===== config.mk =====
export PLATFORM = sky130hd
export DESIGN_NAME = disk_file_io_interface
export DESIGN_NICKNAME = d
export VERILOG_FILES = /design/src/seg_addr_decode.v /design/src/disk_file_io_interface.v
export VERILOG_INCLUDE_DIRS = /design/src
export SDC_FILE = /design/constraint.sdc
export NUM_CORES = 2
export LEC_CHECK = 0
export BUFFER_PORTS_ARGS = -buffer_cell sky130_fd_sc_hd__buf_2
export CORE_MARGIN = 2
export CORE_UTILIZATION = 50
export CTS_BUF_LIST = sky130_fd_sc_hd__clkbuf_4
export CTS_CLUSTER_SIZE = 25
export DETAILED_ROUTE_END_ITERATION = 12
export PLACE_DENSITY = 0.7
export SETUP_SLACK_MARGIN = 0.02
export SLEW_MARGIN = 20
export SYNTH_ARGS = -nofsm -noshare
export SYNTH_HDL_FRONTEND = slang
export SYNTH_SLANG_ARGS = --single-unit

===== constraint.sdc =====
create_clock -name mclk -period 34.4 [get_ports mclk]
set_input_delay 6.88 -clock mclk [delete_from_list [all_inputs] [get_ports mclk]]
set_output_delay 6.88 -clock mclk [all_outputs]
set_load 0.02 [all_outputs]

===== src/disk_io_defs.vh =====
// Constants for the disk file I/O interface
`ifndef DISK_IO_DEFS_VH
`define DISK_IO_DEFS_VH

// ****************************************
// Line and word formats
// ****************************************
`define WORD_W       48
`define LINE_W       49
`define PAR_BIT      48
`define BLK_WORDS    8
`define FACE_WORDS   4
`define JOB_W        45

// ****************************************
// Queuer request word fields
// ****************************************
`define JDA_HI       24
`define JDA_LO       0
`define JOP_HI       26
`define JOP_LO       25
`define JMA_HI       44
`define JMA_LO       27
`define DA_MOD_HI    24
`define DA_MOD_LO    18
`define DA_SEG_HI    17
`define OP_WRITE     2'h1

// ****************************************
// Disk organisation
// ****************************************
`define SEG_BITS     207
`define SEG_DWORDS   4
`define SEG_CHK      3
`define SEG_CLK      3
`define SEG_SPC      6
`define FACE_TRACKS  6'h32
`define TRACK_SEGS   18'h004e2
`define SET_SEGS     18'h01388
`define SET_STEP     13'h07d0
`define MAX_MODULES  7'h64
`define FACE_STREAMS 3

// ****************************************
// Timing, 100 MHz clock
// ****************************************
`define CLK_NS       10
`define WORD_NS      6000
`define PAIR_NS      (2 * `WORD_NS)
`define PAIR_CYC     (`PAIR_NS / `CLK_NS)
`define BURST_NS     100
`define BURST_CYC    (`BURST_NS / `CLK_NS)
`define REV_WORDS    14'h2710

// ****************************************
// Status codes, low bits of a status word
// ****************************************
`define ST_GOOD      4'h0
`define ST_PARITY    4'h1
`define ST_NOUNIT    4'h2
`define ST_REVLIM    4'h3

`endif


===== src/seg_addr_decode.v =====
// Segment number to track, face set and BCD segment address
`include "disk_io_defs.vh"

module seg_addr_decode (
	input  wire        mclk,
	input  wire        reset,
	input  wire        clk_en,
	input  wire        start,
	input  wire [17:0] seg_num,
	output reg         done,
	output reg         bad,
	output reg  [5:0]  track,
	output reg  [1:0]  face_set,
	output reg  [15:0] seg_bcd
);

	reg [1:0]  phase_reg;
	reg [17:0] rem_reg;
	reg [28:0] dd;
	reg [12:0] lin;
	integer    i;
	integer    d;

	// Double dabble; set base is 2000 per face set
	always @* begin
		lin = (face_set * `SET_STEP) + rem_reg[12:0];
		dd = {16'h0000, lin};
		for (i = 0; i < 13; i = i + 1) begin
			for (d = 0; d < 4; d = d + 1) begin
				if (dd[13 + 4 * d +: 4] > 4'h4)
					dd[13 + 4 * d +: 4] = dd[13 + 4 * d +: 4] + 4'h3;
			end
			dd = dd << 1;
		end
	end

	// Repeated subtraction: slow but tiny, one decode per job
	always @(posedge mclk) begin
		if (reset) begin
			phase_reg <= 2'h0;
			rem_reg   <= 18'h00000;
			done      <= 1'b0;
			bad       <= 1'b0;
			track     <= 6'h00;
			face_set  <= 2'h0;
			seg_bcd   <= 16'h0000;
		end else if (clk_en) begin
			done <= 1'b0;
			case (phase_reg)
			2'h0: if (start) begin
				rem_reg   <= seg_num;
				track     <= 6'h00;
				face_set  <= 2'h0;
				bad       <= 1'b0;
				phase_reg <= 2'h1;
			end
			2'h1: if (rem_reg >= `SET_SEGS) begin
				rem_reg <= rem_reg - `SET_SEGS;
				track   <= track + 6'h01;
			end else
				phase_reg <= 2'h2;
			2'h2: if (rem_reg >= `TRACK_SEGS) begin
				rem_reg  <= rem_reg - `TRACK_SEGS;
				face_set <= face_set + 2'h1;
			end else
				phase_reg <= 2'h3;
			default: begin
				seg_bcd   <= dd[28:13];
				bad       <= (track >= `FACE_TRACKS);
				done      <= 1'b1;
				phase_reg <= 2'h0;
			end
			endcase
		end
	end

endmodule


===== src/disk_file_io_interface.v =====
// Disk file controller interface to the I/O module channels
`include "disk_io_defs.vh"

module disk_file_io_interface #(
	parameter QDEPTH   = 8,
	parameter QPTR_W   = 3,
	parameter PAIR_CYC = `PAIR_CYC
) (
	input  wire        mclk,
	input  wire        reset,
	input  wire        clk_en,
	input  wire [48:0] ctl_in_data,
	input  wire        ctl_start,
	input  wire        ctl_sel_strobe,
	input  wire        ctl_last,
	output reg  [48:0] ctl_out_data,
	output reg         ctl_strobe,
	output reg         ctl_out_srq,
	output reg         ctl_in_srq,
	output reg         ctl_status,
	input  wire [48:0] q_data,
	input  wire        q_start,
	input  wire        q_strobe,
	output reg         q_srq,
	output reg         q_status,
	output wire [6:0]  disk_unit,
	output wire [1:0]  disk_set,
	output wire [5:0]  disk_track,
	output wire [15:0] disk_seg_bcd,
	output reg         disk_sel,
	output reg         disk_write,
	output wire [5:0]  disk_stream_en,
	output reg  [47:0] disk_wr_a,
	output reg  [47:0] disk_wr_b,
	output reg         disk_wr_stb,
	input  wire [47:0] disk_rd_a,
	input  wire [47:0] disk_rd_b,
	output wire        disk_rd_stb
);

	localparam S_IDLE  = 3'h0;
	localparam S_DEC   = 3'h1;
	localparam S_WFILL = 3'h2;
	localparam S_RFILL = 3'h3;
	localparam S_RSEND = 3'h4;
	localparam S_STAT  = 3'h5;
	// Wide on purpose; only the low bits reach the burst counter
	localparam [31:0] BURST_LAST = `BURST_CYC - 1;

	function odd_par;
		input [47:0] d;
		begin
			odd_par = ~^d;
		end
	endfunction

	// ****************************************
	// Queuer job queue, first in first out
	// ****************************************
	reg [`JOB_W-1:0] job_mem [0:QDEPTH-1];
	reg [QPTR_W-1:0] q_wr_reg;
	reg [QPTR_W-1:0] q_rd_reg;
	reg [QPTR_W:0]   q_cnt_reg;
	reg              q_wait_reg;
	wire             q_full;
	wire             q_pop;
	wire             q_push;
	reg [2:0]        state_reg;

	assign q_full = (q_cnt_reg == QDEPTH);
	assign q_pop  = clk_en && (state_reg == S_IDLE) && (q_cnt_reg != 0);
	assign q_push = clk_en && q_wait_reg && q_strobe && (^q_data);

	always @(posedge mclk) begin
		if (reset) begin
			q_wr_reg   <= {QPTR_W{1'b0}};
			q_rd_reg   <= {QPTR_W{1'b0}};
			q_cnt_reg  <= {(QPTR_W+1){1'b0}};
			q_wait_reg <= 1'b0;
			q_srq      <= 1'b0;
			q_status   <= 1'b0;
		end else if (clk_en) begin
			q_srq    <= 1'b0;
			q_status <= 1'b0;
			if (q_start && !q_full && !q_wait_reg) begin
				q_srq      <= 1'b1;
				q_wait_reg <= 1'b1;
			end
			if (q_wait_reg && q_strobe) begin
				q_wait_reg <= 1'b0;
				if (!(^q_data))
					q_status <= 1'b1;
			end
			if (q_push) begin
				job_mem[q_wr_reg] <= q_data[`JOB_W-1:0];
				q_wr_reg <= q_wr_reg + 1'b1;
			end
			if (q_pop)
				q_rd_reg <= q_rd_reg + 1'b1;
			if (q_push && !q_pop)
				q_cnt_reg <= q_cnt_reg + 1'b1;
			else if (q_pop && !q_push)
				q_cnt_reg <= q_cnt_reg - 1'b1;
		end
	end

	// ****************************************
	// Disk address decode
	// ****************************************
	reg [`JOB_W-1:0] job_reg;
	reg              dec_start_reg;
	wire             dec_done;
	wire             dec_bad;

	assign disk_unit = job_reg[`DA_MOD_HI:`DA_MOD_LO];
	assign disk_stream_en = {(2 * `FACE_STREAMS){disk_sel}};

	seg_addr_decode u_dec (
		.mclk     (mclk),
		.reset    (reset),
		.clk_en   (clk_en),
		.start    (dec_start_reg),
		.seg_num  (job_reg[`DA_SEG_HI:`JDA_LO]),
		.done     (dec_done),
		.bad      (dec_bad),
		.track    (disk_track),
		.face_set (disk_set),
		.seg_bcd  (disk_seg_bcd)
	);

	// ****************************************
	// Disk pacing
	// ****************************************
	reg [10:0] pace_reg;
	reg        tick_reg;

	// one face pair every 12 us
	always @(posedge mclk) begin
		if (reset) begin
			pace_reg <= 11'h000;
			tick_reg <= 1'b0;
		end else if (clk_en) begin
			tick_reg <= 1'b0;
			if (!disk_sel)
				pace_reg <= 11'h000;
			else if (pace_reg == PAIR_CYC - 1) begin
				pace_reg <= 11'h000;
				tick_reg <= 1'b1;
			end else
				pace_reg <= pace_reg + 11'h001;
		end
	end

	assign disk_rd_stb = clk_en && tick_reg && (state_reg == S_RFILL);

	// ****************************************
	// Controller data channel
	// ****************************************
	reg [47:0] dreg [0:`BLK_WORDS-1];
	reg [47:0] bufr [0:`BLK_WORDS-1];
	reg [3:0]  widx_reg;
	reg [1:0]  pidx_reg;
	reg [2:0]  sidx_reg;
	reg [3:0]  burst_reg;
	reg        buf_full_reg;
	reg        last_reg;
	reg [3:0]  err_reg;
	reg [13:0] rev_reg;
	wire       wmove;
	wire       rev_hit;
	integer    k;

	// Partial final block moves once last is seen and the buffer is free
	assign wmove = !buf_full_reg &&
		((widx_reg == `BLK_WORDS) || (last_reg && widx_reg != 4'h0));
	assign rev_hit = (rev_reg >= `REV_WORDS);

	always @(posedge mclk) begin
		if (reset) begin
			state_reg     <= S_IDLE;
			job_reg       <= {`JOB_W{1'b0}};
			dec_start_reg <= 1'b0;
			ctl_out_data  <= 49'h0;
			ctl_strobe    <= 1'b0;
			ctl_out_srq   <= 1'b0;
			ctl_in_srq    <= 1'b0;
			ctl_status    <= 1'b0;
			disk_sel      <= 1'b0;
			disk_write    <= 1'b0;
			disk_wr_a     <= 48'h0;
			disk_wr_b     <= 48'h0;
			disk_wr_stb   <= 1'b0;
			widx_reg      <= 4'h0;
			pidx_reg      <= 2'h0;
			sidx_reg      <= 3'h0;
			burst_reg     <= 4'h0;
			buf_full_reg  <= 1'b0;
			last_reg      <= 1'b0;
			err_reg       <= `ST_GOOD;
			rev_reg       <= 14'h0000;
		end else if (clk_en) begin
			dec_start_reg <= 1'b0;
			ctl_strobe    <= 1'b0;
			ctl_out_srq   <= 1'b0;
			ctl_in_srq    <= 1'b0;
			disk_wr_stb   <= 1'b0;
			case (state_reg)
			S_IDLE: if (q_cnt_reg != 0) begin
				job_reg       <= job_mem[q_rd_reg];
				dec_start_reg <= 1'b1;
				err_reg       <= `ST_GOOD;
				rev_reg       <= 14'h0000;
				last_reg      <= 1'b0;
				widx_reg      <= 4'h0;
				pidx_reg      <= 2'h0;
				buf_full_reg  <= 1'b0;
				state_reg     <= S_DEC;
			end
			S_DEC: if (dec_done) begin
				ctl_out_data <= {odd_par({30'h0,
					job_reg[`JMA_HI:`JMA_LO]}),
					30'h0, job_reg[`JMA_HI:`JMA_LO]};
				ctl_strobe <= 1'b1;
				ctl_status <= 1'b0;
				if (dec_bad || disk_unit >= `MAX_MODULES) begin
					err_reg   <= `ST_NOUNIT;
					state_reg <= S_STAT;
				end else if (job_reg[`JOP_HI:`JOP_LO] == `OP_WRITE) begin
					ctl_out_srq <= 1'b1;
					disk_sel    <= 1'b1;
					disk_write  <= 1'b1;
					state_reg   <= S_WFILL;
				end else begin
					disk_sel    <= 1'b1;
					disk_write  <= 1'b0;
					state_reg   <= S_RFILL;
				end
			end
			S_WFILL: begin
				// take word while select strobe high
				if (ctl_sel_strobe && !last_reg &&
					widx_reg != `BLK_WORDS) begin
					dreg[widx_reg[2:0]] <= ctl_in_data[47:0];
					widx_reg <= widx_reg + 4'h1;
					if (!(^ctl_in_data))
						err_reg <= `ST_PARITY;
					if (ctl_last)
						last_reg <= 1'b1;
				end
				if (wmove) begin
					for (k = 0; k < `BLK_WORDS; k = k + 1)
						bufr[k] <= (k < widx_reg) ? dreg[k] : 48'h0;
					buf_full_reg <= 1'b1;
					pidx_reg     <= 2'h0;
					widx_reg     <= 4'h0;
					if (!last_reg)
						ctl_out_srq <= 1'b1;
				end
				if (tick_reg && buf_full_reg) begin
					disk_wr_a   <= bufr[{1'b0, pidx_reg}];
					disk_wr_b   <= bufr[{1'b1, pidx_reg}];
					disk_wr_stb <= 1'b1;
					pidx_reg    <= pidx_reg + 2'h1;
					rev_reg     <= rev_reg + 14'h0002;
					if (pidx_reg == `SEG_DWORDS - 1)
						buf_full_reg <= 1'b0;
				end
				if (rev_hit) begin
					err_reg   <= `ST_REVLIM;
					state_reg <= S_STAT;
				end else if (last_reg && widx_reg == 4'h0 &&
					!buf_full_reg && !wmove)
					state_reg <= S_STAT;
			end
			S_RFILL: begin
				if (ctl_last)
					last_reg <= 1'b1;
				if (tick_reg) begin
					dreg[{1'b0, pidx_reg}] <= disk_rd_a;
					dreg[{1'b1, pidx_reg}] <= disk_rd_b;
					pidx_reg <= pidx_reg + 2'h1;
					rev_reg  <= rev_reg + 14'h0002;
					if (pidx_reg == `SEG_DWORDS - 1) begin
						ctl_in_srq <= 1'b1;
						sidx_reg   <= 3'h0;
						burst_reg  <= 4'h0;
						state_reg  <= S_RSEND;
					end
				end
			end
			S_RSEND: begin
				if (ctl_last)
					last_reg <= 1'b1;
				if (burst_reg != 4'h0)
					burst_reg <= burst_reg - 4'h1;
				else begin
					ctl_out_data <= {odd_par(dreg[sidx_reg]),
						dreg[sidx_reg]};
					ctl_strobe <= 1'b1;
					ctl_status <= 1'b0;
					sidx_reg   <= sidx_reg + 3'h1;
					burst_reg  <= BURST_LAST[3:0];
					if (sidx_reg == `BLK_WORDS - 1) begin
						pidx_reg <= 2'h0;
						if (rev_hit)
							err_reg <= `ST_REVLIM;
						if (rev_hit || last_reg || ctl_last)
							state_reg <= S_STAT;
						else
							state_reg <= S_RFILL;
					end
				end
			end
			// idle cycle after a word keeps strobes single
			S_STAT: if (!ctl_strobe) begin
				ctl_out_data <= {odd_par({44'h0, err_reg}),
					44'h0, err_reg};
				ctl_strobe <= 1'b1;
				ctl_status <= 1'b1;
				disk_sel   <= 1'b0;
				disk_write <= 1'b0;
				state_reg  <= S_IDLE;
			end
			default: state_reg <= S_IDLE;
			endcase
		end
	end

endmodule


==> results by group <==
Outcome
  • Status: complete, no violations

Synthesis
  • Warnings from Yosys: 0
  • Synthesized Nets: 5061
  • Top cells by area, synth: edfxtp_1, mux4_2, dfxtp_1, nor2b_1, a21oi_1
  • Commonest cells post-synth: edfxtp_1, nor2_1, a21oi_1
  • Sequential element share of the synthesized area: 0.617
  • Top-area cell type share of the netlist area: 0.523
  • Count of cell types in the netlist: 115
  • Top FF cell, synth: edfxtp_1
  • Syn avg cell area: 13.5 sq um
  • Cell count after synthesis: 4793
  • Post-synthesis sequential element count: 1433
  • Post-synth EDFFs: 1128
  • Async SR Flop Fraction: 0
  • Syn Std Cell Area: 64800 sq um
  • Synth area leader: edfxtp_1
  • Count leader, synth: edfxtp_1

Clock tree
  • Max clock buf depth: 4
  • Clk root buf: clkbuf_4
  • CTS tree: done
  • CTS Sinks: 1433
  • H-tree depth: 5
  • Post-CTS setup buffers: 0
  • Hold_buf cts: 0
  • Total CTS buffers: 380
  • Post-CTS Resized: 0
  • Clock latency at the later pin of the worst-skew pair: 1.32 ns
  • Clock transition at path regs: 0.05 ns

Power and ir drop
  • Clk network pwr share: 0.356
  • Int Pwr: 3.00 mW
  • Psw: 1.17 mW
  • Power per standard cell area: 56.8 nW/um^2
  • Worst VDD drop: 0.0000443 V
  • Sequential power share: 0.461
  • Switch share: 0.280
  • Power share of the combinational group: 0.184
  • Leak Pwr: 24.9 nW

Hold path
  • Worst min-delay path class: reg2reg
  • Worst Hold End: disk_wr_a[34]
  • Hold path depth: 2
  • Worst Hold Launch: disk_wr_a[34]

Placed design
  • PortBufs: 392
  • Placed insts: 6681
  • Placer Congestion: 0.839
  • DP Wirelength: 101000 um

Die
  • Row count: 132
  • Initial core utilization: 0.502
  • Io pins: 394
  • Die Wd: 364 um
  • Die Ht: 364 um
  • Core Box Area: 129000 sq um
  • Die area: 132000 sq um

Drt
  • DRT Pass-1 Iters: 6
  • Final wirelength: 168000 um
  • Remaining antenna violation count: 0
  • DRC viols: 0
  • Starting DRT DRC Count: 3959
  • DR vias/cell: 5.72
  • Vias: 42164
  • Wire per inst: 22.8 um

Timing
  • Post-layout min period: 14.76 ns
  • Max Freq: 67.8 MHz
  • RSZ-0062 raised after global routing: no
  • Setup tns final: 0 ns
  • Post-route clock period utilization: 0.429
  • Setup Viol. Count Final: 0
  • Pins Over Slew Limit: 0
  • Final Hold Viols: 0
  • Worst Skew: 0.137 ns
  • Worst rel slew slack: 0.111
  • Worst-margin pin slew: 1.33 ns

Layout
  • Layout Nets: 5589
  • Top flop regs: bufr: 384 flops, dreg: 384 flops, job_mem: 360 flops
  • Cell Count, Final, Fillers Out: 7368
  • Area grow syn2layout: 13.2%
  • Layout cell share with drive strength beyond 1: 0.267
  • # fillers: 10365

Critical path
  • Reg2reg path depth: 46
  • CP endpoint kind: primary output
  • Reg2Reg Capture Point: u_dec.seg_bcd[8]
  • CP startpoint kind: primary input
  • Arrival time at the worst endpoint: 7.88 ns
  • Crit Path Class: in2out
  • Worst-path maximum fanout: 4
  • Required time worst endpoint: 27.52 ns
  • Reg-to-Reg Start: u_dec.face_set[1]
  • Reg2Reg Setup Slack: 22.68 ns

Global routing
  • Congestion Overflow GR: 0
  • First-pass GRT wire length: 250000 um
  • Initial antenna violation count: 23
  • Vias in the first global route: 41792
  • Total GRT Usage: 0.252
  • Largest net degree at the start of global routing: 201

Run
  • Number of max-cap violations: 0
==> metrics by stage <==
stage	util	power, mW	area (sq um)	hold slack, ns	setup slack [ns]
after floorplan	-	2.54	64800	0.439	11.41
after global placement	0.531	2.70	68500	0.440	19.66
after detailed placement	0.531	2.72	68500	0.445	19.66
after CTS	0.568	4.20	73300	0.453	19.65
after global routing	0.569	4.38	73300	0.470	19.57
final	0.569	4.17	73400	0.449	19.64
==> cell families after synthesis <==
family | Yosys count | share of synthesized area
fa+ha+maj | 66 | 0.0130
simple gates | 1410 | 0.106
buf+inv | 414 | 0.0252
mux | 468 | 0.129
compound gates | 800 | 0.0794
flops | 1433 | 0.617
xor+xnor | 202 | 0.0304
==> power by group through the flow <==
stage	registers (mW)	clock network [mW]	logic, mW
CTS	1.92	1.51	0.766
global placement	1.96	0	0.745
finish	1.92	1.48	0.766
global route	1.92	1.60	0.849
floorplan	1.94	0	0.603
detailed placement	1.96	0	0.762
==> how the worst max path moves through the flow <==
stage	startpoint	end	slack [ns]	cells past startpoint
after floorplan	reset	bufr[0][0]	11.41	4
after global placement	clk_en	disk_rd_stb	19.66	4
after detailed placement	clk_en	disk_rd_stb	19.66	4
after CTS	clk_en	disk_rd_stb	19.65	4
after global routing	clk_en	disk_rd_stb	19.57	4
final	clk_en	disk_rd_stb	19.64	4
==> layout make-up <==
type,instances,area (sq um),area share
clock inverters,78,410,0.00559
diodes,22,55.1,0.000750
repair buffers,455,2480,0.0338
clock buffers,587,4410,0.0601
inverters,105,394,0.00537
flip-flops and latches,1433,40000,0.545
well taps,1742,2180,0.0297
multi-input cells,2946,23400,0.319
==> worst max-delay path, stage by stage <==
cell	delay, ns
buf_2	0.20
nand2b_1	0.14
nor2_1	0.35
buf_2	0.31
==> placed cells by master (no fill, tap or decap), drive strengths merged, types with 10 or more instances in the layout <==
master / instances
o31ai: 13
ha: 64
a221oi: 11
nand3: 54
buf: 455
mux4: 282
nor4: 17
and2: 54
nor2: 459
nand2: 310
inv: 107
or3: 19
nor3: 53
edfxtp: 1128
a21o: 10
o211ai: 22
diode: 22
o21ai: 64
dfxtp: 305
nand2b: 22
nor2b: 342
a31oi: 12
a21oi: 420
nand4: 28
mux2i: 126
a311oi: 10
clkbuf: 587
xnor2: 127
a22oi: 57
mux2: 60
and3: 20
clkinv: 72
xor2: 61
a211oi: 80
==> routing by layer <==
metal | share of wire | wire, um | GRT usage
met1 | 0.39 | 65600 | 0.323
met2 | 0.48 | 80900 | 0.410
met3 | 0.097 | 16300 | 0.0713
met4 | 0.029 | 4950 | 0.0914
met5 | 0.00063 | 105 | 0
Note: power is estimated with default switching activity, not from simulation.
